`src/flash_host_pkg.sv`:
```
// Constants and types shared by the host controller for the boot-sector flash command front.
// Overview of operation
// (RL1) Elevated-voltage identification only while address bit nine is held at the ID level.
// (RL2) With address bit six low, bits one and zero select the identification byte.
// (RL3) Protection query puts sector on high address bits; answer 01h protected, 00h not.
// (RL4) Identification codes also reachable in-system through an unlock command sequence.
// (RL5) The flash refuses program and erase to any protected sector.
// (RL6) Protect and unprotect use the elevated level on the reset pin with bus cycles.
// (RL7) Every sector must be protected before the first unprotect write cycle.
// (RL8) All sectors start out unprotected.
// (RL9) Strobe pulses below about 5 ns must not start a write.
// (RL10) A write needs chip-enable and write-enable low with output-enable high.
// (RL11) No command is taken on a write-enable rise during power-up.
// (RL12) After power-up the flash reads its array with no command.
// (RL13) Elevated reset level temporarily unprotects; removing it restores protection.
// (RL14) Wrong address, data or order makes the flash return to array reads.
// (RL15) Address is captured on the later falling edge of write-enable or chip-enable.
// (RL16) Data is captured on the earlier rising edge of write-enable or chip-enable.
// (RL17) After program or erase completes the flash returns to array reads.
// (RL18) In erase-suspend, reads of the suspended sector return status, others array data.
// (RL19) Identification mode or time-limit status needs the reset command to leave.
// (RL20) In-system ID offsets: maker 00h, part 01h, continuation 03h, protection 02h.
// (RL21) The reset command ignores address bits and returns the flash to array reads.
// (RL22) During identification reads the flash drives the selected byte on the data pins.
package flash_host_pkg;

  typedef enum logic [2:0] {
    OP_READ, OP_WRITE, OP_AUTOSEL, OP_IDREAD, OP_RESET, OP_VID_ON, OP_VID_OFF, OP_UNPROT_WR
  } op_t;

  // The enumeration order equals the level on address bits one and zero.
  typedef enum logic [1:0] {SEL_MAKER, SEL_PART, SEL_PROT, SEL_CONT} idsel_t;

  localparam int ADDR_W = 20;
  localparam int DATA_W = 8;
  localparam int NUM_SECTORS = 19;
  localparam int SECT_W = 5;
  localparam int BIT_SIX = 6;

  localparam logic [7:0] PROT_YES = 8'h01;
  localparam logic [7:0] PROT_NO = 8'h00;

  // Unlock sequence for in-system identification and the reset command word.
  localparam logic [19:0] UNLOCK_ADDR0 = 20'h00555;
  localparam logic [19:0] UNLOCK_ADDR1 = 20'h002aa;
  localparam logic [7:0] UNLOCK_DATA0 = 8'haa;
  localparam logic [7:0] UNLOCK_DATA1 = 8'h55;
  localparam logic [7:0] AUTOSEL_CMD = 8'h90;
  localparam logic [7:0] RESET_CMD = 8'hf0;
  localparam logic [1:0] AUTOSEL_LAST_STEP = 2'h2;

  localparam int CLK_NS = 10;
  localparam int GLITCH_NS = 5;
  localparam int WR_PULSE_NS = 40;
  localparam int RD_ACCESS_NS = 90;
  localparam int PWRUP_NS = 1000;
  localparam int SYNC_LAT = 2;

  localparam int GLITCH_CYC = (GLITCH_NS + CLK_NS - 1) / CLK_NS;
  localparam int WR_CYC = (WR_PULSE_NS + CLK_NS - 1) / CLK_NS;
  localparam int RD_CYC = (RD_ACCESS_NS + CLK_NS - 1) / CLK_NS + SYNC_LAT;
  localparam int PWRUP_CYC = (PWRUP_NS + CLK_NS - 1) / CLK_NS;
  localparam int CNT_W = 8;

endpackage

```
`src/flash_id_host.sv`:
```
// Host controller that drives the flash pins for reads, writes, identification and protection.
module flash_id_host (
  input wire logic clk_sys,
  input wire logic rstn,
  input wire logic cmdValid,
  input wire logic [2:0] cmdOp,
  input wire logic [19:0] cmdAddr,
  input wire logic [7:0] cmdData,
  input wire logic [1:0] cmdSel,
  input wire logic [4:0] cmdSector,
  input wire logic cmdHv,
  output logic cmdReady,
  output logic rspValid,
  output logic rspErr,
  output logic [7:0] rspData,
  output logic idMode,
  output logic [18:0] protMask,
  output logic [19:0] addrPins,
  output logic ceN,
  output logic oeN,
  output logic weN,
  output logic [7:0] dataPinsOut,
  output logic dataPinsOe,
  input wire logic [7:0] dataPinsIn,
  output logic addressBitNineVid,
  output logic resetPinVid
);

  typedef enum logic [2:0] {ST_POWERUP, ST_IDLE, ST_SETUP, ST_STROBE, ST_RECOVER, ST_NEXT} state_t;

  state_t state_q, state_d;
  flash_host_pkg::op_t curOp_q, curOp_d;
  flash_host_pkg::idsel_t sel_q, sel_d;
  logic [4:0] sector_q, sector_d;
  logic [7:0] cnt_q, cnt_d;
  logic [1:0] step_q, step_d;
  logic [1:0] lastStep_q, lastStep_d;
  logic isWrite_q, isWrite_d;
  logic cmdReady_q, cmdReady_d;
  logic rspValid_q, rspValid_d;
  logic rspErr_q, rspErr_d;
  logic [7:0] rspData_q, rspData_d;
  logic idMode_q, idMode_d;
  logic [18:0] protMask_q, protMask_d;
  logic [19:0] addr_q, addr_d;
  logic ceN_q, ceN_d;
  logic oeN_q, oeN_d;
  logic weN_q, weN_d;
  logic [7:0] dqOut_q, dqOut_d;
  logic dqOe_q, dqOe_d;
  logic a9Vid_q, a9Vid_d;
  logic resetVid_q, resetVid_d;
  logic [7:0] dqSync;

  pin_sync u_sync (
    .clk_sys(clk_sys),
    .rstn(rstn),
    .pinIn(dataPinsIn),
    .pinSync(dqSync)
  );

  // Address and data of one step of the identification unlock sequence.
  function automatic logic [27:0] unlockStep(input logic [1:0] step);
    unique case (step)
      2'h0: unlockStep = {flash_host_pkg::UNLOCK_ADDR0, flash_host_pkg::UNLOCK_DATA0};
      2'h1: unlockStep = {flash_host_pkg::UNLOCK_ADDR1, flash_host_pkg::UNLOCK_DATA1};
      default: unlockStep = {flash_host_pkg::UNLOCK_ADDR0, flash_host_pkg::AUTOSEL_CMD};
    endcase
  endfunction

  ////////////////////////////////////////////////////////////////////////////////////////////////////

  always_comb begin
    flash_host_pkg::op_t op;
    logic refuse;
    op = flash_host_pkg::op_t'(cmdOp);
    refuse = 1'b0;
    state_d = state_q;
    curOp_d = curOp_q;
    sel_d = sel_q;
    sector_d = sector_q;
    cnt_d = cnt_q;
    step_d = step_q;
    lastStep_d = lastStep_q;
    isWrite_d = isWrite_q;
    cmdReady_d = 1'b0;
    rspValid_d = 1'b0;
    rspErr_d = rspErr_q;
    rspData_d = rspData_q;
    idMode_d = idMode_q;
    protMask_d = protMask_q;
    addr_d = addr_q;
    ceN_d = ceN_q;
    oeN_d = oeN_q;
    weN_d = weN_q;
    dqOut_d = dqOut_q;
    dqOe_d = dqOe_q;
    a9Vid_d = a9Vid_q;
    resetVid_d = resetVid_q;
    unique case (state_q)
      // (RL11) Power-up hold-off
      ST_POWERUP: begin
        if (cnt_q == 8'h00) begin
          state_d = ST_IDLE;
          cmdReady_d = 1'b1;
        end else begin
          cnt_d = cnt_q - 8'h01;
        end
      end
      ST_IDLE: begin
        cmdReady_d = 1'b1;
        if (cmdValid && cmdReady_q) begin
          cmdReady_d = 1'b0;
          // (RL19) Reset before array reads
          refuse = (op == flash_host_pkg::OP_READ) && idMode_q;
          refuse = refuse || ((op == flash_host_pkg::OP_IDREAD) && !cmdHv && !idMode_q);
          refuse = refuse || ((op == flash_host_pkg::OP_IDREAD) && (cmdSel == 2'(flash_host_pkg::SEL_PROT))
                              && (cmdSector >= 5'(flash_host_pkg::NUM_SECTORS)));
          // (RL7) All protected first
          refuse = refuse || ((op == flash_host_pkg::OP_UNPROT_WR) && !((&protMask_q) && resetVid_q));
          curOp_d = op;
          sel_d = flash_host_pkg::idsel_t'(cmdSel);
          sector_d = cmdSector;
          if (refuse) begin
            rspValid_d = 1'b1;
            rspErr_d = 1'b1;
          end else if (op == flash_host_pkg::OP_VID_ON || op == flash_host_pkg::OP_VID_OFF) begin
            // (RL6) Reset-pin elevated level
            resetVid_d = (op == flash_host_pkg::OP_VID_ON);
            rspValid_d = 1'b1;
            rspErr_d = 1'b0;
          end else begin
            isWrite_d = (op != flash_host_pkg::OP_READ) && (op != flash_host_pkg::OP_IDREAD);
            step_d = 2'h0;
            lastStep_d = (op == flash_host_pkg::OP_AUTOSEL) ? flash_host_pkg::AUTOSEL_LAST_STEP : 2'h0;
            addr_d = cmdAddr;
            dqOut_d = (op == flash_host_pkg::OP_RESET) ? flash_host_pkg::RESET_CMD : cmdData;
            if (op == flash_host_pkg::OP_AUTOSEL) begin
              // (RL4) In-system unlock sequence
              {addr_d, dqOut_d} = unlockStep(2'h0);
            end
            if (op == flash_host_pkg::OP_IDREAD) begin
              // (RL2) Select lines and offset
              addr_d = {cmdAddr[19:8], 6'h00, cmdSel};
              // (RL1) Elevated level on bit nine
              a9Vid_d = cmdHv;
            end
            ceN_d = 1'b0;
            dqOe_d = isWrite_d;
            state_d = ST_SETUP;
          end
        end
      end
      // (RL15) Address settled before strobe
      ST_SETUP: begin
        state_d = ST_STROBE;
        if (isWrite_q) begin
          // (RL10) Write with output-enable high
          weN_d = 1'b0;
          cnt_d = 8'(flash_host_pkg::WR_CYC - 1);
        end else begin
          oeN_d = 1'b0;
          cnt_d = 8'(flash_host_pkg::RD_CYC - 1);
        end
      end
      ST_STROBE: begin
        if (cnt_q != 8'h00) begin
          cnt_d = cnt_q - 8'h01;
        end else begin
          state_d = ST_RECOVER;
          if (isWrite_q) begin
            // (RL16) Write-enable rises first
            weN_d = 1'b1;
          end else begin
            oeN_d = 1'b1;
            rspData_d = dqSync;
          end
        end
      end
      ST_RECOVER: begin
        ceN_d = 1'b1;
        dqOe_d = 1'b0;
        a9Vid_d = 1'b0;
        if (step_q != lastStep_q) begin
          step_d = step_q + 2'h1;
          state_d = ST_NEXT;
        end else begin
          rspValid_d = 1'b1;
          rspErr_d = 1'b0;
          cmdReady_d = 1'b1;
          state_d = ST_IDLE;
          if (curOp_q == flash_host_pkg::OP_AUTOSEL) begin
            idMode_d = 1'b1;
          end
          // (RL21) Reset leaves identification
          if (curOp_q == flash_host_pkg::OP_RESET) begin
            idMode_d = 1'b0;
          end
          // (RL3) Record protection answer
          if (curOp_q == flash_host_pkg::OP_IDREAD && sel_q == flash_host_pkg::SEL_PROT) begin
            protMask_d[sector_q] = (rspData_q == flash_host_pkg::PROT_YES);
          end
        end
      end
      ST_NEXT: begin
        {addr_d, dqOut_d} = unlockStep(step_q);
        ceN_d = 1'b0;
        dqOe_d = 1'b1;
        state_d = ST_SETUP;
      end
    endcase
  end

  always_ff @(posedge clk_sys or negedge rstn) begin
    if (!rstn) begin
      state_q <= ST_POWERUP;
      curOp_q <= flash_host_pkg::OP_READ;
      sel_q <= flash_host_pkg::SEL_MAKER;
      sector_q <= 5'h00;
      cnt_q <= 8'(flash_host_pkg::PWRUP_CYC - 1);
      step_q <= 2'h0;
      lastStep_q <= 2'h0;
      isWrite_q <= 1'b0;
      cmdReady_q <= 1'b0;
      rspValid_q <= 1'b0;
      rspErr_q <= 1'b0;
      rspData_q <= 8'h00;
      // (RL12) Array reads after reset
      idMode_q <= 1'b0;
      // (RL8) Unprotected as delivered
      protMask_q <= 19'h00000;
      addr_q <= 20'h00000;
      ceN_q <= 1'b1;
      oeN_q <= 1'b1;
      weN_q <= 1'b1;
      dqOut_q <= 8'h00;
      dqOe_q <= 1'b0;
      a9Vid_q <= 1'b0;
      resetVid_q <= 1'b0;
    end else begin
      state_q <= state_d;
      curOp_q <= curOp_d;
      sel_q <= sel_d;
      sector_q <= sector_d;
      cnt_q <= cnt_d;
      step_q <= step_d;
      lastStep_q <= lastStep_d;
      isWrite_q <= isWrite_d;
      cmdReady_q <= cmdReady_d;
      rspValid_q <= rspValid_d;
      rspErr_q <= rspErr_d;
      rspData_q <= rspData_d;
      idMode_q <= idMode_d;
      protMask_q <= protMask_d;
      addr_q <= addr_d;
      ceN_q <= ceN_d;
      oeN_q <= oeN_d;
      weN_q <= weN_d;
      dqOut_q <= dqOut_d;
      dqOe_q <= dqOe_d;
      a9Vid_q <= a9Vid_d;
      resetVid_q <= resetVid_d;
    end
  end

  assign cmdReady = cmdReady_q;
  assign rspValid = rspValid_q;
  assign rspErr = rspErr_q;
  assign rspData = rspData_q;
  assign idMode = idMode_q;
  assign protMask = protMask_q;
  assign addrPins = addr_q;
  assign ceN = ceN_q;
  assign oeN = oeN_q;
  assign weN = weN_q;
  assign dataPinsOut = dqOut_q;
  assign dataPinsOe = dqOe_q;
  assign addressBitNineVid = a9Vid_q;
  assign resetPinVid = resetVid_q;
endmodule // flash_id_host

```
`src/pin_sync.sv`:
```
// Two-flop synchroniser for the flash data pins.
module pin_sync (
  input wire logic clk_sys,
  input wire logic rstn,
  input wire logic [7:0] pinIn,
  output logic [7:0] pinSync
);

  logic [7:0] meta_q;
  logic [7:0] sync_q;

  always_ff @(posedge clk_sys or negedge rstn) begin
    if (!rstn) begin
      meta_q <= 8'h00;
      sync_q <= 8'h00;
    end else begin
      meta_q <= pinIn;
      sync_q <= meta_q;
    end
  end

  assign pinSync = sync_q;

endmodule // pin_sync

```
`config.mk`:
```
export PLATFORM = sky130hd
export DESIGN_NAME = flash_id_host
export DESIGN_NICKNAME = d
export VERILOG_FILES = /design/src/flash_host_pkg.sv /design/src/flash_id_host.sv /design/src/pin_sync.sv
export SDC_FILE = /design/constraint.sdc
export NUM_CORES = 1
export LEC_CHECK = 0
export ABC_AREA = 1
export BUFFER_PORTS_ARGS = -buffer_cell sky130_fd_sc_hd__buf_2
export CORE_MARGIN = 2
export CORE_UTILIZATION = 25
export DETAILED_ROUTE_END_ITERATION = 10
export PLACE_DENSITY_LB_ADDON = 0.05
export SYNTH_ARGS = -nofsm -noshare
export SYNTH_HDL_FRONTEND = slang
export SYNTH_SLANG_ARGS = --single-unit
```
`constraint.sdc`:
```
create_clock -name clk_sys -period 2.1 [get_ports clk_sys]
set_clock_uncertainty 0.05 [all_clocks]
set_input_delay 0.525 -clock clk_sys [delete_from_list [all_inputs] [get_ports clk_sys]]
set_output_delay 0.525 -clock clk_sys [all_outputs]
set_load 0.02 [all_outputs]
```
; ---- Word level (Yosys, flattened, before mapping)
; Cells that the tools add are included.
[totals]
register_bits = 107
in_bits = 50
elab_cells = 184
[classes]
addsub = 2
n_lt_le_gt_ge = 3
eq_ne = 35
mux = 69
n_bitwise = 5
reduce_logical = 46
[op_table]
columns = op, count
row1 = 20-bit two-way mux, 5
row2 = 8-bit two-way mux, 7
row3 = 20-bit case mux with 2 select lines, 1
row4 = 19-bit case mux with 2 select lines, 1
row5 = 1-bit two-way mux, 29
row6 = "2-bit != test, second input constant", 14
row7 = 4-bit AND reduction, 7
row8 = 8-bit case mux with 3 select lines, 1
row9 = "3-bit == test, second input constant", 7
row10 = 19-bit bitwise mux, 1
row11 = 19-bit AND reduction, 1
row12 = "3-bit by 2-bit == test with 1-bit output, second input constant", 6
row13 = 3-bit two-way mux, 6
row14 = 3-bit case mux with 6 select lines, 1
row15 = 8-bit case mux with 2 select lines, 1
row16 = 5-bit AND reduction, 3
row17 = 3-bit AND reduction, 4
row18 = 1-bit logical AND, 11
row19 = 2-bit two-way mux, 5
row20 = 1-bit case mux with 2 select lines, 5
row21 = 1-bit case mux with 3 select lines, 3
row22 = 3-bit nonzero test, 3
row23 = "8-bit by 1-bit == test with 1-bit output, second input constant", 1
row24 = 8-bit logical NOT, 1
row25 = other kinds (22), 36

; ---- Depth between registers and ports, before layout
; Gate-level depths: netlist (run 1).
[depth]
ltp_word = 9
mapped_depth = 12
ltp_nobuf = 12

; ---- Hierarchy
; A second synthesis (run 1) with hierarchy kept.
[hier_totals]
hier_cells = 616
area_unflattened_um2 = 4934.7
[modules_own_cells]
columns = module, instances, cells_each, area_per_inst_um2, seq_area_each_um2
row1 = flash_id_host, 1, 600, 4534.3, 2260.9
row2 = pin_sync, 1, 16, 400.4, 400.4

; ---- Worst setup path after synthesis (run 1)
; Ideal clock, no wire load.
[synth_path]
path_type = input port to flip-flop
start = input cmdOp[2]
end = register addr_q[10], in the netlist addrPins[10]
setup_time_ns = 0.117
arrival_ns = 1.642
path_slack_ns = 0.291
cell_stages = 11
n_path_buf = 3
cell_sequence = buf_4 nor2_1 nand2_1 nor2_1 nor2_1 nand3_1 nand2_1 buf_4 buf_6 nand3_1 nand2_1
[synth_via]
elab_chain_len = 8
[synth_rtl]
columns = item, line
row1 = "start, declared", flash_id_host.sv:6  ; input wire logic [2:0] cmdOp,
row2 = "parallel branches: the longest is 8 deep, another holds 20-bit two-way mux", -
row3 = "end signal, assigned", flash_id_host.sv:255  ; addr_q <= addr_d;
row4 = "end, declared", flash_id_host.sv:45  ; logic [19:0] addr_q, addr_d;
; Several ways; the timed one is not identified. The select of a mux whose other input is x is not followed.
; A chain may end at the register's enable or synchronous reset.

; ---- Worst setup path after layout (run 1)
[layout_path]
start = register state_q[1]
end = register dqOe_q, in the netlist dataPinsOe
[layout_via]
elab_chain_len = 3
[layout_rtl]
columns = item, line
row1 = "start, declared", flash_id_host.sv:31  ; state_t state_q, state_d;
row2 = "start signal, assigned", flash_id_host.sv:241  ; state_q <= state_d;
row3 = 3-bit by 1-bit == test with 1-bit output / 3-bit == test (equally long branches), flash_id_host.sv:100  ; unique case (state_q)
row4 = 2-bit != test (no source line) / 3-bit nonzero test (equally long branches), -
row5 = 4-bit AND reduction (no source line), -
row6 = "end signal, assigned", flash_id_host.sv:260  ; dqOe_q <= dqOe_d;
row7 = "end, declared", flash_id_host.sv:50  ; logic dqOe_q, dqOe_d;
; Several ways; a longest one is shown, not always the timed one.

==> flow_results.org, run 1 <==
** Status
- The run finished with clean final reports.

** Drt
- Total met2 wirelength after detailed routing :: 6290 um
- The detail route stage leaves a number of antenna-violating nets equal to 0.
- Router iterations before antenna repair :: 4
- Dividing the detail-routed wire length by the instance count gives roughly 14 um.
- Highest metal layer with signal wires :: met4
- After detailed routing, the met3 layer carries about 700 um of wire.
- The routed layout has 4394 vias.
- In this run, the number of DRC markers left after iteration 0 of detailed routing was 242.
- In the routed design, unresolved DRC markers number 0.
- Ratio of routed vias to standard cells :: about 4.3
- For this block, wires on met1 add up to ~6800 um.
- After detailed routing, the total wire length is 13900 um.

** Final layout
- Filler Cell Count :: roughly 2100
- The final layout contains between 700 and 800 nets.
- 0 antenna diodes ended up in the layout.
- Share of final-layout standard cells stronger than drive strength 1 :: 0.235
- The area growth from synthesis to layout is 26.2%.

** Power and ir drop
- Net Sw Frac :: 0.439
- Combinational cell fraction of total power :: 0.430
- Summing internal, switching and leakage power gives ~8400 uW.
- Power share of the clock group :: 0.200
- Leakage power figure :: approximately 0.0032 uW
- Power density over the cells :: 1340 nW/um^2
- VDD sags by at most 0.000562 V.
- In this run the power spent charging and discharging nets is 3690 uW.
- Of the total power, registers draw 0.370.
- The internal power of the cells totals approximately 4700 uW.

** Clock tree
- The longest clock path from root to sink contains 2 buffers.
- TritonCTS built the clock tree.
- The H-tree was split into 3 levels.
- Buffers inserted during clock tree synthesis total 9.
- Clock Root Buffer :: sky130_fd_sc_hd__clkbuf_16
- Hold-fix buffer count after cts :: 0
- Skew-Pair Late Insertion Delay :: approximately 0.35 ns
- The clock drives between 100 and 150 sinks.
- After clock tree synthesis, the clock-pin slew on the worst setup and hold paths is roughly 0.070 ns.

** Critical path
- STA puts the critical path data arrival time at about 2.1 ns.
- STA classifies the critical path endpoint as a flop.
- Of all nets on the critical path, the largest fanout is 4.
- On the worst path, the slowest cell contributes a delay of about 0.43 ns.
- The slowest stage of the critical path belongs to the cell sky130_fd_sc_hd__dfrtp_1.
- Broken down by cell family, the worst path's largest delay share belongs to simple AND/OR/NAND/NOR gates.
- Among the stages of the critical path, the cell type that occurs most often is sky130_fd_sc_hd__nand2_1.
- Buffers & Inverters on Critical Path :: 3
- The setup path with the least slack is of type flop to flop.
- STA puts the critical path data required time at 2.34 ns.
- Worst-path cell chain :: nor2_1, nand2_1, inv_2, nand2_2, inv_2, nor2_2, nand2_1, inv_1, o21ai_0, nand2_1, nand2_1
- Critical path startpoint category :: flop
- Worst reg2reg setup slack :: around 0.25 ns

** Timing
- Setup TNS :: 0 ns
- Once routing completed, OpenROAD measured the worst setup slack at approximately 0.25 ns.
- Final setup violation count :: 0
- The number of hold violations in the final report was 0.
- Setup repair after global routing left no endpoint under its margin.
- Worst Hold Slack :: around 0.068 ns
- Max Slew Vio Count :: 0
- The clock period could shrink to approximately 1.8 ns.
- Measured against its own limit, the worst slew margin works out to 0.701.
- In the finished design, the share of the clock period the worst path needs comes to 0.880.
- Slew of the pin with the lowest slew margin :: approximately 0.45 ns
- Static timing analysis puts the maximum clock frequency at ~540 MHz.

** Run
- Max-cap violations in this run came to 0.

** Yosys
- Yosys attributes the largest share of cell area to sky130_fd_sc_hd__dfrtp_1 50%, sky130_fd_sc_hd__nand2_1 15%, sky130_fd_sc_hd__nand3_1 7.6%, sky130_fd_sc_hd__nor2_1 4.8%, sky130_fd_sc_hd__o21ai_0 4.5%.
- After synthesis, the share of cell area in mux cells is 0.
- Part of the Yosys area used for sequential elements :: 0.537
- Of the post-synthesis cell area, the dominant cell type holds 0.499.
- Of the total synthesized cell area, the portion taken by full adders, half adders and majority gates is 0.0126.
- Seq cells post-synth :: 106
- After technology mapping, the gate count stands at between 600 and 700.
- Ranking of synthesized cells by instance count :: 203 x sky130_fd_sc_hd__nand2_1, 99 x sky130_fd_sc_hd__dfrtp_1, 75 x sky130_fd_sc_hd__nand3_1
- The mapped netlist covers about 5000 um^2.
- The Yosys step of the flow raised 0 warnings.
- Largest family of logic cells by synthesized area :: simple AND/OR/NAND/NOR gates
- Most used standard cell by instance count after synthesis :: sky130_fd_sc_hd__nand2_1
- In the synthesized netlist the dominant register cell turns out to be sky130_fd_sc_hd__dfrtp_1.
- The number of different library cells used by synthesis comes to 35.
- Share of async-settable or async-resettable flops after synthesis :: 1.00
- Average cell area after synthesis :: 8.09 um^2
- Post-synthesis compound-gate area fraction :: 0.0774
- Of the total synthesized cell area, the portion taken by AND, OR, NAND and NOR gates is 0.308.
- Of all cell types, the one taking the most synthesized area is sky130_fd_sc_hd__dfrtp_1.
- Yosys mapped a number of flops with a built-in enable equal to 0.
- Of the total synthesized cell area, the portion taken by XOR and XNOR cells is 0.00530.
- The number of nets in the synthesized netlist is ~670.

** Placed design
- Routability-driven placement finished with a final weighted congestion of ~0.77.
- In this run the tool buffered the top-level ports with 114 buffer cells.
- Prior to clock tree synthesis, the placed netlist has a worst setup slack of 0.0400 ns.
- HPWL after detailed placement :: 10600 um

** Die
- Die extent in x :: roughly 140 um
- Initial standard-cell utilization of the core :: 0.255
- Die Outline Area :: 21000 um^2
- Number of rows in the core area :: between 50 and 60
- Core footprint :: 19500 um^2
- I/O Pins :: approximately 120
- From bottom edge to top edge, the die measures approximately 140 um.

** Global routing
- Gr ovfl total :: 0
- In the global route stage, overall resource usage came out at 0.137.
- Entering global routing, the biggest net connects 43 pins.
- The number of antenna violations at the first check in global routing is 0.
- The first global-routing pass estimated between 20000 and 25000 um of wire.
- The via count of the first global-routing pass is approximately 4200.

** Worst hold path
- Class of the most critical hold timing path :: input pin to async pin
worst reg2reg max path, cell delays in order (launching register included):
cell                      delay (ns)
sky130_fd_sc_hd__dfrtp_1        0.43
sky130_fd_sc_hd__nor2_1         0.24
sky130_fd_sc_hd__nand2_1        0.17
sky130_fd_sc_hd__inv_2          0.13
sky130_fd_sc_hd__nand2_2        0.10
sky130_fd_sc_hd__inv_2          0.10
sky130_fd_sc_hd__nor2_2         0.07
sky130_fd_sc_hd__nand2_1        0.06
sky130_fd_sc_hd__inv_1          0.03
sky130_fd_sc_hd__o21ai_0        0.25
sky130_fd_sc_hd__nand2_1        0.09
sky130_fd_sc_hd__nand2_1        0.07
per-stage QoR:
| stage | utilization | area (um^2) | instances |
|---|---|---|---|
| 2_1_floorplan | - | 4960 | 613 |
| 3_3_place_gp | 0.307 | 5970 | 998 |
| 3_5_place_dp | 0.307 | 5970 | 998 |
| 4_1_cts | 0.321 | 6250 | 1014 |
| 5_1_grt | 0.322 | 6260 | 1014 |
| 6_report | 0.322 | 6260 | 1014 |
cells by family (layout without fill, tap and decap cells):
kind of cell,count (synthesis),count (layout)
AND/OR/NAND/NOR,361,361
flip-flops,106,106
AO/OA/AOI/OAI,72,72
buffers and inverters,66,202
adder cells (fa/ha/maj),5,5
XOR/XNOR,3,3
registers in the layout, indices dropped and copies added, names as in the netlist, 3 cells and up:
signal	flops
sector_q	5
rspData	8
addrPins	20
cnt_q	8
state_q	3
curOp_q	3
dataPinsOut	8
u_sync.pinSync	8
protMask	19
u_sync.meta_q	8
worst paths after layout:
path	startpoint	cells past startpoint	endpoint
setup / recovery	state_q[1]	11	dataPinsOe
min in group clk_sys	dataPinsIn[5]	1	u_sync.meta_q[5]
setup reg to reg	state_q[1]	11	dataPinsOe
hold reg to reg	u_sync.meta_q[5]	0	u_sync.pinSync[5]
max in group asynchronous	rstn	2	ceN
hold / removal	rstn	1	cnt_q[4]
power groups by stage:
stage | registers, uW | clock network [uW] | logic (uW)
6_report | 3110 | 1680 | 3610
5_1_grt | 3200 | 1830 | 4110
4_1_cts | 3120 | 1750 | 3670
3_5_place_dp | 3160 | 0 | 3660
3_3_place_gp | 3150 | 0 | 3630
2_1_floorplan | 3560 | 0 | 1990
layer usage:
layer / vias to the layer above / GRT usage
li1: 2238 / -
met1: 2063 / 0.195
met2: 83 / 0.211
met3: 10 / 0.0299
met4: 0 / 0.0363
met5: - / 0
final cells by class:
type                            instances  area, um^2  share of cell area
Multi-Input combinational cell        441        2000               0.320
Clock buffer                            9         225              0.0360
Clock inverter                          7        58.8             0.00940
Tap cell                              265         332              0.0530
Timing Repair Buffer                  136         788               0.126
Inverter                               50         188              0.0300
Sequential cell                       106        2660               0.425
layout by cell type (no fill, tap or decap):
master | netlist | routed
sky130_fd_sc_hd__o41ai_1 | 1 | 1
sky130_fd_sc_hd__clkbuf_16 | 0 | 9
sky130_fd_sc_hd__nand2_1 | 203 | 202
sky130_fd_sc_hd__buf_4 | 5 | 19
sky130_fd_sc_hd__nand3_1 | 75 | 75
sky130_fd_sc_hd__a21oi_1 | 8 | 8
sky130_fd_sc_hd__dfrtp_1 | 99 | 99
sky130_fd_sc_hd__nand4_1 | 3 | 3
sky130_fd_sc_hd__dfstp_2 | 7 | 7
sky130_fd_sc_hd__o221ai_1 | 1 | 1
sky130_fd_sc_hd__xor2_1 | 2 | 2
sky130_fd_sc_hd__o21ai_0 | 45 | 45
sky130_fd_sc_hd__a31oi_1 | 1 | 1
sky130_fd_sc_hd__o211ai_1 | 2 | 2
sky130_fd_sc_hd__clkinv_2 | 0 | 2
sky130_fd_sc_hd__ha_1 | 5 | 5
sky130_fd_sc_hd__o21bai_1 | 1 | 1
sky130_fd_sc_hd__buf_2 | 2 | 113
sky130_fd_sc_hd__nor2_2 | 1 | 2
sky130_fd_sc_hd__clkinv_4 | 0 | 1
sky130_fd_sc_hd__o31ai_1 | 3 | 3
sky130_fd_sc_hd__nor3_1 | 3 | 3
sky130_fd_sc_hd__nor2_1 | 63 | 62
sky130_fd_sc_hd__nor2_4 | 2 | 2
sky130_fd_sc_hd__nand2_2 | 5 | 6
sky130_fd_sc_hd__xnor2_1 | 1 | 1
sky130_fd_sc_hd__inv_2 | 4 | 4
sky130_fd_sc_hd__nor4_4 | 1 | 1
sky130_fd_sc_hd__nor3b_1 | 1 | 1
sky130_fd_sc_hd__buf_12 | 0 | 4
sky130_fd_sc_hd__inv_1 | 45 | 45
sky130_fd_sc_hd__inv_8 | 0 | 2
sky130_fd_sc_hd__nor4_1 | 1 | 1
sky130_fd_sc_hd__nand3b_1 | 1 | 1
sky130_fd_sc_hd__inv_6 | 0 | 2
sky130_fd_sc_hd__or2_2 | 1 | 1
sky130_fd_sc_hd__nor3_2 | 1 | 1
sky130_fd_sc_hd__clkinv_1 | 1 | 1
sky130_fd_sc_hd__o21ai_1 | 10 | 10
repair_timing:
action,4_1_cts,5_1_grt
setup endpoints to repair,0,22
gates resized for setup,0,2
setup buffers,0,0
No activity file was read; power rests on OpenSTA's default activity.
==> run 2: changes to the inputs <==
==> constraint.sdc (replaced) <==
create_clock -name clk_sys -period 2.1 [get_ports clk_sys]
set_clock_uncertainty 0.05 [all_clocks]
set_input_delay 0.42 -clock clk_sys [delete_from_list [all_inputs] [get_ports clk_sys]]
set_output_delay 0.42 -clock clk_sys [all_outputs]
set_load 0.02 [all_outputs]
==> run 2 against run 1 <==
Die area did not move. Worst setup slack improved by 0.012 ns. Core utilization about the same. Non-clock buffer count fell by 2. Clock-buffer cell count unchanged. Critical endpoint is now step_q[0]. Critical path depth fell by 1.
==> flow_results.org, run 2 (synthesis results as in run 1) <==
** Global routing
- Global routing finished with a remaining overflow of 0.
- Number of global-route vias before repair :: 4226
- Entering global routing, the biggest net connects 45 pins.
- In the global route stage, overall resource usage came out at 0.139.
- The number of antenna violations at the first check in global routing came to 1.
- The first global-routing pass estimated about 22000 um of wire.

** Drt
- Number of vias after detailed routing :: 4343
- For this run, the detailed router's first-pass iteration total came to 5.
- For this run, design rule violations remaining after detail routing come to 0.
- Sum of routed wire length over all layers :: between 10000 and 15000 um
- The count of nets left with antenna violations once routing finished came out at 0.
- Dividing the detail-routed via count by the number of cells gives 4.29.
- Drt first-iter violations :: 231
- After detailed routing, the average wire length per cell comes to approximately 14 um.

** Clock tree
- The later pin in the worst-skew pair is clocked with a latency of 0.36 ns.
- TritonCTS buffer count :: 9
- Clock Root Buffer :: sky130_fd_sc_hd__clkbuf_16
- Maximum count of clock buffers along a single path :: 2
- After clock tree synthesis, the clock-pin slew on the worst setup and hold paths is 0.08 ns.
- Clock tree from TritonCTS :: built
- Buffers added to address setup during post-CTS repair amount to 0.
- The H-tree was split into 3 levels.
- Clock sink total :: around 110

** Placed design
- Input and output buffers added on the ports amount to 114.
- Detailed placement ended at an HPWL of approximately 11000 um.
- Worst setup slack after placement :: approximately 0.13 ns
- Placement Cell Area :: a little under 6000 um^2
- At the end of routability-driven placement, the weighted congestion stood at approximately 0.8.

** Timing
- Post-route clock period utilization :: 0.875
- Final WS setup :: approximately 0.26 ns
- Fin. Hold Viols :: 0
- RSZ-0062 raised after global routing :: no
- In the final timing run, aggregate negative setup slack is 0 ns.
- Highest achievable clock rate :: between 500 and 600 MHz
- Final setup violation count :: 0
- Max Slew Vio Count :: 0
- Measured against its own limit, the worst slew margin works out to 0.683.
- Shortest period the worst path allows :: roughly 1.8 ns
- For the pin with the worst max-slew slack, the measured transition is approximately 0.47 ns.

** Die
- Initial standard-cell utilization of the core :: 0.255
- The floorplan step set the die height to 145 um.
- Number of rows in the core area :: 51
- The die covers about 21000 um^2.
- The region available for standard cell placement spans a little under 20000 um^2.
- Die extent in x :: roughly 140 um
- I/O Pins :: 115

** Critical path
- Counting both buffers and inverters, the worst setup path holds a total of 1.
- Among all stages on the critical path, the largest delay is contributed by sky130_fd_sc_hd__dfrtp_1.
- Critical path capture point type :: flop
- Crit path kind :: flop to flop
- Data on the critical path is required at its endpoint by 2.30 ns.
- Top Family by Delay on Critical Path :: simple AND/OR/NAND/NOR gates
- Walking the worst path, the cells encountered are nand2_1, nor2_1, nand2_1, o21bai_2, nand3_1, nand2_1, buf_4, nand2_1, nand2_1, nand2_1.
- Critical path startpoint category :: flop
- Library cell appearing most often on the critical path :: sky130_fd_sc_hd__nand2_1
- In this run the worst path has a maximum fanout of 19.
- Worst endpoint data arrival time :: slightly above 2 ns
- The largest single stage delay on the critical path is just under 0.4 ns.

** Final layout
- Final Cell Area :: ~6300 um^2
- Final nets :: approximately 800
- In the final layout, the share of cells above drive strength 1 is 0.230.
- Flip-flop count of the largest register, all copies and words added :: 20
- Most common cell after layout, fill and taps aside :: sky130_fd_sc_hd__nand2_1
- Most frequent cells in the layout :: 203 x sky130_fd_sc_hd__nand2_1, 113 x sky130_fd_sc_hd__buf_2, 99 x sky130_fd_sc_hd__dfrtp_1
- From synthesis to final layout, the design area changed by 26.1%.

** Power and ir drop
- Leakage power figure :: approximately 0.0032 uW
- IR Drop Worst-Case VDD :: roughly 0.00054 V
- Power spread over the standard cell area amounts to 1350 nW/um^2.

** Run
- Max-cap viol count :: 0

** Worst hold path
- Class of the most critical hold timing path :: input pin to flop

** Status
- Run status :: complete, no violations
-- run 2: path summary, 6_finish.rpt --
kind                                  start           endpoint  slack (ns)  cells past startpoint
min in group asynchronous              rstn   u_sync.meta_q[5]        0.53                      2
setup / recovery                protMask[1]          step_q[0]        0.26                     10
setup reg to reg                protMask[1]          step_q[0]        0.26                     10
hold reg to reg            u_sync.meta_q[1]  u_sync.pinSync[1]        0.30                      0
hold / removal                dataPinsIn[5]   u_sync.meta_q[5]        0.11                      1
max in group asynchronous              rstn           cnt_q[5]        0.82                      3
-- run 2: repair_timing --
item / 4_1_cts / 5_1_grt
setup endpoints to repair: 0 / 4
resized for setup: 0 / 1
hold endpoints to repair: 30 / 0
hold buffers: 1 / 0
-- run 2: area by class of cell --
class / instances / area, um^2
Antenna cell: 1 / 2.50
Clock buffer: 9 / 225
Clock inverter: 7 / 77.6
Fill cell: 2099 / 13200
Inverter: 50 / 188
Multi-Input combinational cell: 441 / 2000
Sequential cell: 106 / 2660
Tap cell: 265 / 332
Timing Repair Buffer: 134 / 763
-- run 2: where the power goes --
part           total, uW  internal [uW]  switching [uW]
Clock               1770            937             829
Sequential          3110           2720             396
Combinational       3580           1150            2430
-- run 2: per-stage QoR --
stage / total power (uW) / utilization / std cells / hold WS, ns
after detailed placement: 6780 / 0.305 / 995 / 0.286
final: 8450 / 0.321 / 1013 / 0.113
after CTS: 8620 / 0.321 / 1012 / 0.0998
after global routing: 9210 / 0.321 / 1013 / 0.0972
after global placement: 6740 / 0.305 / 995 / 0.286
after floorplan: 5550 / - / 613 / 0.0744
-- run 2: worst register-to-register path, delay by kind of cell, from the launching register on --
| family | cells | cell delay [ns] |
|---|---|---|
| AND/OR/NAND/NOR | 8 | 0.82 |
| flip-flops | 1 | 0.39 |
| buffers and inverters | 1 | 0.26 |
| AO/OA/AOI/OAI | 1 | 0.20 |
-- run 2: per-layer routing --
| metal | share of wire | global-route usage | wire, um |
|---|---|---|---|
| met1 | 0.48 | 0.193 | 6830 |
| met2 | 0.46 | 0.216 | 6500 |
| met3 | 0.050 | 0.0322 | 704 |
| met4 | 0.010 | 0.0399 | 142 |
| met5 | 0 | 0 | 0 |
==> run 3: changes to the inputs <==
- SYNTH_HIERARCHICAL: not set -> 1
==> run 3 against run 2 <==
First-iteration DRC count decreased by 16%. Die area decreased by 0.49%. Non-clock buffer count rose by 8. Register-to-register slack worse by 0.06 ns. Power grew 3.2%. Hold slack improved by 0.0015 ns. Worst setup slack worse by 0.063 ns. Global-route usage up 0.83 points. Maximum frequency down 3.3%. Largest cell class unchanged. Highest routed layer unchanged.
==> flow_results.org, run 3 <==
** Status
- Run status :: complete, no violations

** Yosys
- Post-synth design cell area :: around 4900 um^2
- After synthesis, the netlist uses 34 different library cells.
- Ranking of synthesized cells by instance count :: 210 x sky130_fd_sc_hd__nand2_1, 99 x sky130_fd_sc_hd__dfrtp_1, 75 x sky130_fd_sc_hd__nand3_1
- Part of the Yosys area used for sequential elements :: 0.539
- Post-synthesis net count :: 671
- Largest cells by area after synthesis :: sky130_fd_sc_hd__dfrtp_1 50%, sky130_fd_sc_hd__nand2_1 16%, sky130_fd_sc_hd__nand3_1 7.6%, sky130_fd_sc_hd__nor2_1 4.6%, sky130_fd_sc_hd__o21ai_0 4.3%
- Most used standard cell by instance count after synthesis :: sky130_fd_sc_hd__nand2_1
- Seq cells post-synth :: between 100 and 150
- Share of async-settable or async-resettable flops after synthesis :: 1.00
- Post-synth top flop :: sky130_fd_sc_hd__dfrtp_1
- sky130_fd_sc_hd__dfrtp_1 takes more of the synthesized area than any other cell.
- Of the post-synthesis cell area, the dominant cell type holds 0.502.
- Counting every instance in the synthesized netlist gives 616.
- Synth Warn # :: 6
- Average cell area after synthesis :: about 8.0 um^2
- Number of enable flip-flop cells after synthesis :: 0

** Drt
- After detailed routing, the total wire length is 14800 um.
- The routed layout has roughly 4500 vias.
- Remaining DRCs :: 0
- Wirelength per Cell :: ~14 um
- The first detailed-routing pass ran for 4 iterations.
- The detail route stage leaves a number of antenna-violating nets equal to 0.
- In the routed layout, each cell is associated on average with a via count of ~4.4.
- The first routing iteration left 194 violations.

** Critical path
- In this run the number of cells on the critical path is 11.
- Launching instance or port of the critical path :: cnt_q[1]
- STA puts the critical path data arrival time at 2.13 ns.
- Critical path capture point type :: flop
- Worst reg2reg setup slack :: 0.20 ns
- Longest individual stage delay on the worst path :: around 0.54 ns
- Reg2Reg Capture Point :: cnt_q[6]
- Along the worst path, the maximum fanout reaches 10.
- Critical path startpoint category :: flop
- Traced cell by cell, the critical path runs through inv_1, ha_1, nand3_1, nor3_2, buf_4, o21ai_0, buf_4, nand2_1, nand2_1, nand2_1, nor2_1.
- The kind of cell with the highest combined delay along the critical path is flip-flops.
- Critical Path Sink :: cnt_q[6]
- Critical Path Slowest Stage Cell :: sky130_fd_sc_hd__dfstp_2
- Library cell appearing most often on the critical path :: sky130_fd_sc_hd__nand2_1
- Data required time at the worst endpoint :: around 2.3 ns
- Crit path kind :: flop to flop
- The number of cells on the worst reg-to-reg path is 11.
- Buffers & Inverters on Critical Path :: 3
- R2R Path Start :: cnt_q[1]

** Final layout
- 0 antenna diodes ended up in the layout.
- Most frequent cells in the layout :: 209 x sky130_fd_sc_hd__nand2_1, 113 x sky130_fd_sc_hd__buf_2, 99 x sky130_fd_sc_hd__dfrtp_1
- Filler Cell Count :: about 2100
- Area delta synth->final :: 28.4%
- The count of cells in the finished layout, fillers not included, comes to roughly 1000.
- The register with the most flip-flops in the layout has 20 of them.
- Final nets :: 807
- Share of final-layout standard cells stronger than drive strength 1 :: 0.243
- Most common cell after layout, fill and taps aside :: sky130_fd_sc_hd__nand2_1

** Die
- The initial utilization of the core area, before any placement, comes to 0.254.
- During I/O placement, the number of pins put on the boundary was about 120.
- In this run the core area contains slightly above 50 standard-cell rows.
- The floorplan step set the die width to roughly 140 um.
- From bottom edge to top edge, the die measures roughly 140 um.
- The region available for standard cell placement spans a little under 20000 um^2.
- Die Outline Area :: 20900 um^2

** Global routing
- Pin count of the biggest net entering global routing :: 42
- Total global routing track utilization :: 0.147
- Gr ovfl total :: 0
- The first global-routing pass estimated between 20000 and 25000 um of wire.
- Number of global-route vias before repair :: 4477
- The number of antenna violations at the first check in global routing came to 0.

** Power and ir drop
- Total power of the final layout :: 8720 uW
- The analysis attributes to cell leakage a power of 0.00331 uW.
- VDD sags by at most roughly 0.00045 V.
- Power density over the cells :: 1380 nW/um^2

** Clock tree
- Clock Root Buffer :: sky130_fd_sc_hd__clkbuf_16
- The later pin in the worst-skew pair is clocked with a latency of 0.35 ns.
- The tree built by TritonCTS fans out to between 100 and 150 sinks.
- TritonCTS buffer count :: 9
- Clock tree from TritonCTS :: built
- Clk slew on worst S/H paths :: approximately 0.080 ns
- In this run the deepest clock path goes through 2 buffers.
- The H-tree was split into 3 levels.

** Placed design
- Routability Congestion :: ~0.76
- Port Buffers :: between 100 and 150
- Detailed placement finished with a half-perimeter wire length of 11100 um.
- Including well taps, the total number of placed cells is roughly 1000.

** Timing
- Setup violations remaining at the end of the flow were counted as 0.
- The number of hold violations in the final report is 0.
- Setup TNS :: 0 ns
- RSZ-0062 raised after global routing :: no
- Dividing the final minimum period by the clock period gives 0.905.
- Derived from the worst setup path, the maximum achievable clock frequency is between 500 and 600 MHz.
- In this run the tightest slew margin relative to its limit is 0.666.
- At the pin with the least slew margin, the transition time is approximately 0.50 ns.
- The count of final max-slew check failures was 0.
- Counting I/O delays and the setup requirement, the final critical path takes ~1.9 ns.

** Run
- Across the run, the number of max-cap violations was 0.

** Worst hold path
- In this run the worst hold path is classified as input pin to flop.
- The startpoint identified for the worst hold timing path is dataPinsIn[7].
[run 3: cell count changes after synthesis, moves of 3 or more]
| cell | delta |
|---|---|
| sky130_fd_sc_hd__nor2_1 | -3 |
| sky130_fd_sc_hd__nand4_1 | +3 |
| sky130_fd_sc_hd__nand2_1 | +7 |
| sky130_fd_sc_hd__o21ai_0 | -3 |
| sky130_fd_sc_hd__buf_6 | -4 |
| sky130_fd_sc_hd__buf_2 | +7 |
[run 3: where the power goes]
part	total (uW)	internal, uW	leakage [uW]	switching [uW]
clock network	1800	951	0.000153	845
registers	3150	2720	0.00133	425
logic	3780	1280	0.00183	2500
[run 3: worst register-to-register path, stage by stage, from the launching register on]
cell and delay, ns:
sky130_fd_sc_hd__dfstp_2 0.54, sky130_fd_sc_hd__inv_1 0.05, sky130_fd_sc_hd__ha_1 0.22, sky130_fd_sc_hd__nand3_1 0.15
sky130_fd_sc_hd__nor3_2 0.06, sky130_fd_sc_hd__buf_4 0.15, sky130_fd_sc_hd__o21ai_0 0.14, sky130_fd_sc_hd__buf_4 0.18
sky130_fd_sc_hd__nand2_1 0.07, sky130_fd_sc_hd__nand2_1 0.06, sky130_fd_sc_hd__nand2_1 0.05, sky130_fd_sc_hd__nor2_1 0.11
[run 3: worst min path at each step]
stage	end	slack, ns	depth (start not counted)
after floorplan	addrPins[0]	0.07	0
after global placement	u_sync/pinSync[5]	0.28	0
after detailed placement	u_sync/pinSync[1]	0.28	0
after CTS	u_sync/meta_q[5]	0.09	1
after global routing	u_sync/meta_q[5]	0.09	1
final	u_sync/meta_q[7]	0.11	1
[run 3: cells by family (layout without fill, tap and decap cells)]
logic type,count (synthesis),in the layout,synth area share
AND/OR/NAND/NOR,365,365,0.311
AO/OA/AOI/OAI,72,72,0.0776
XOR/XNOR,3,3,0.00533
adder cells (fa/ha/maj),5,5,0.0127
buffers and inverters,65,206,0.0540
flip-flops,106,106,0.539
[run 3: what timing repair did]
item | in CTS | in global routing
setup endpoints to repair | 0 | 36
setup buffers | 0 | 2
hold buffers | 1 | 0
endpoints found under the hold margin | 31 | 0
resized for setup | 0 | 4
[run 3: through the flow]
stage	util	area [um^2]	worst slack [ns]	hold WS (ns)
finish	0.327	6340	0.200	0.115
global route	0.327	6340	0.00639	0.0916
CTS	0.325	6310	0.0687	0.0944
detailed placement	0.309	5990	0.0718	0.285
global placement	0.309	5990	0.167	0.282
floorplan	-	4930	0.272	0.0744
[run 3: final cells by class]
class                   count  area [um^2]  share of cell area
well taps                 265          332              0.0523
clock buffers               9          225              0.0355
inverters                  48          180              0.0284
multi-input cells         445         2020               0.318
flip-flops and latches    106         2660               0.420
repair buffers            142          840               0.132
clock inverters             7         81.3              0.0128
[run 3: routing by layer]
metal  routed length (um)  track usage  vias up
met4                  225       0.0368        0
met2                 7120        0.238       80
met3                  697       0.0464       14
met1                 6770        0.192     2116
met5                    0            0        -
li1                     -            -     2255
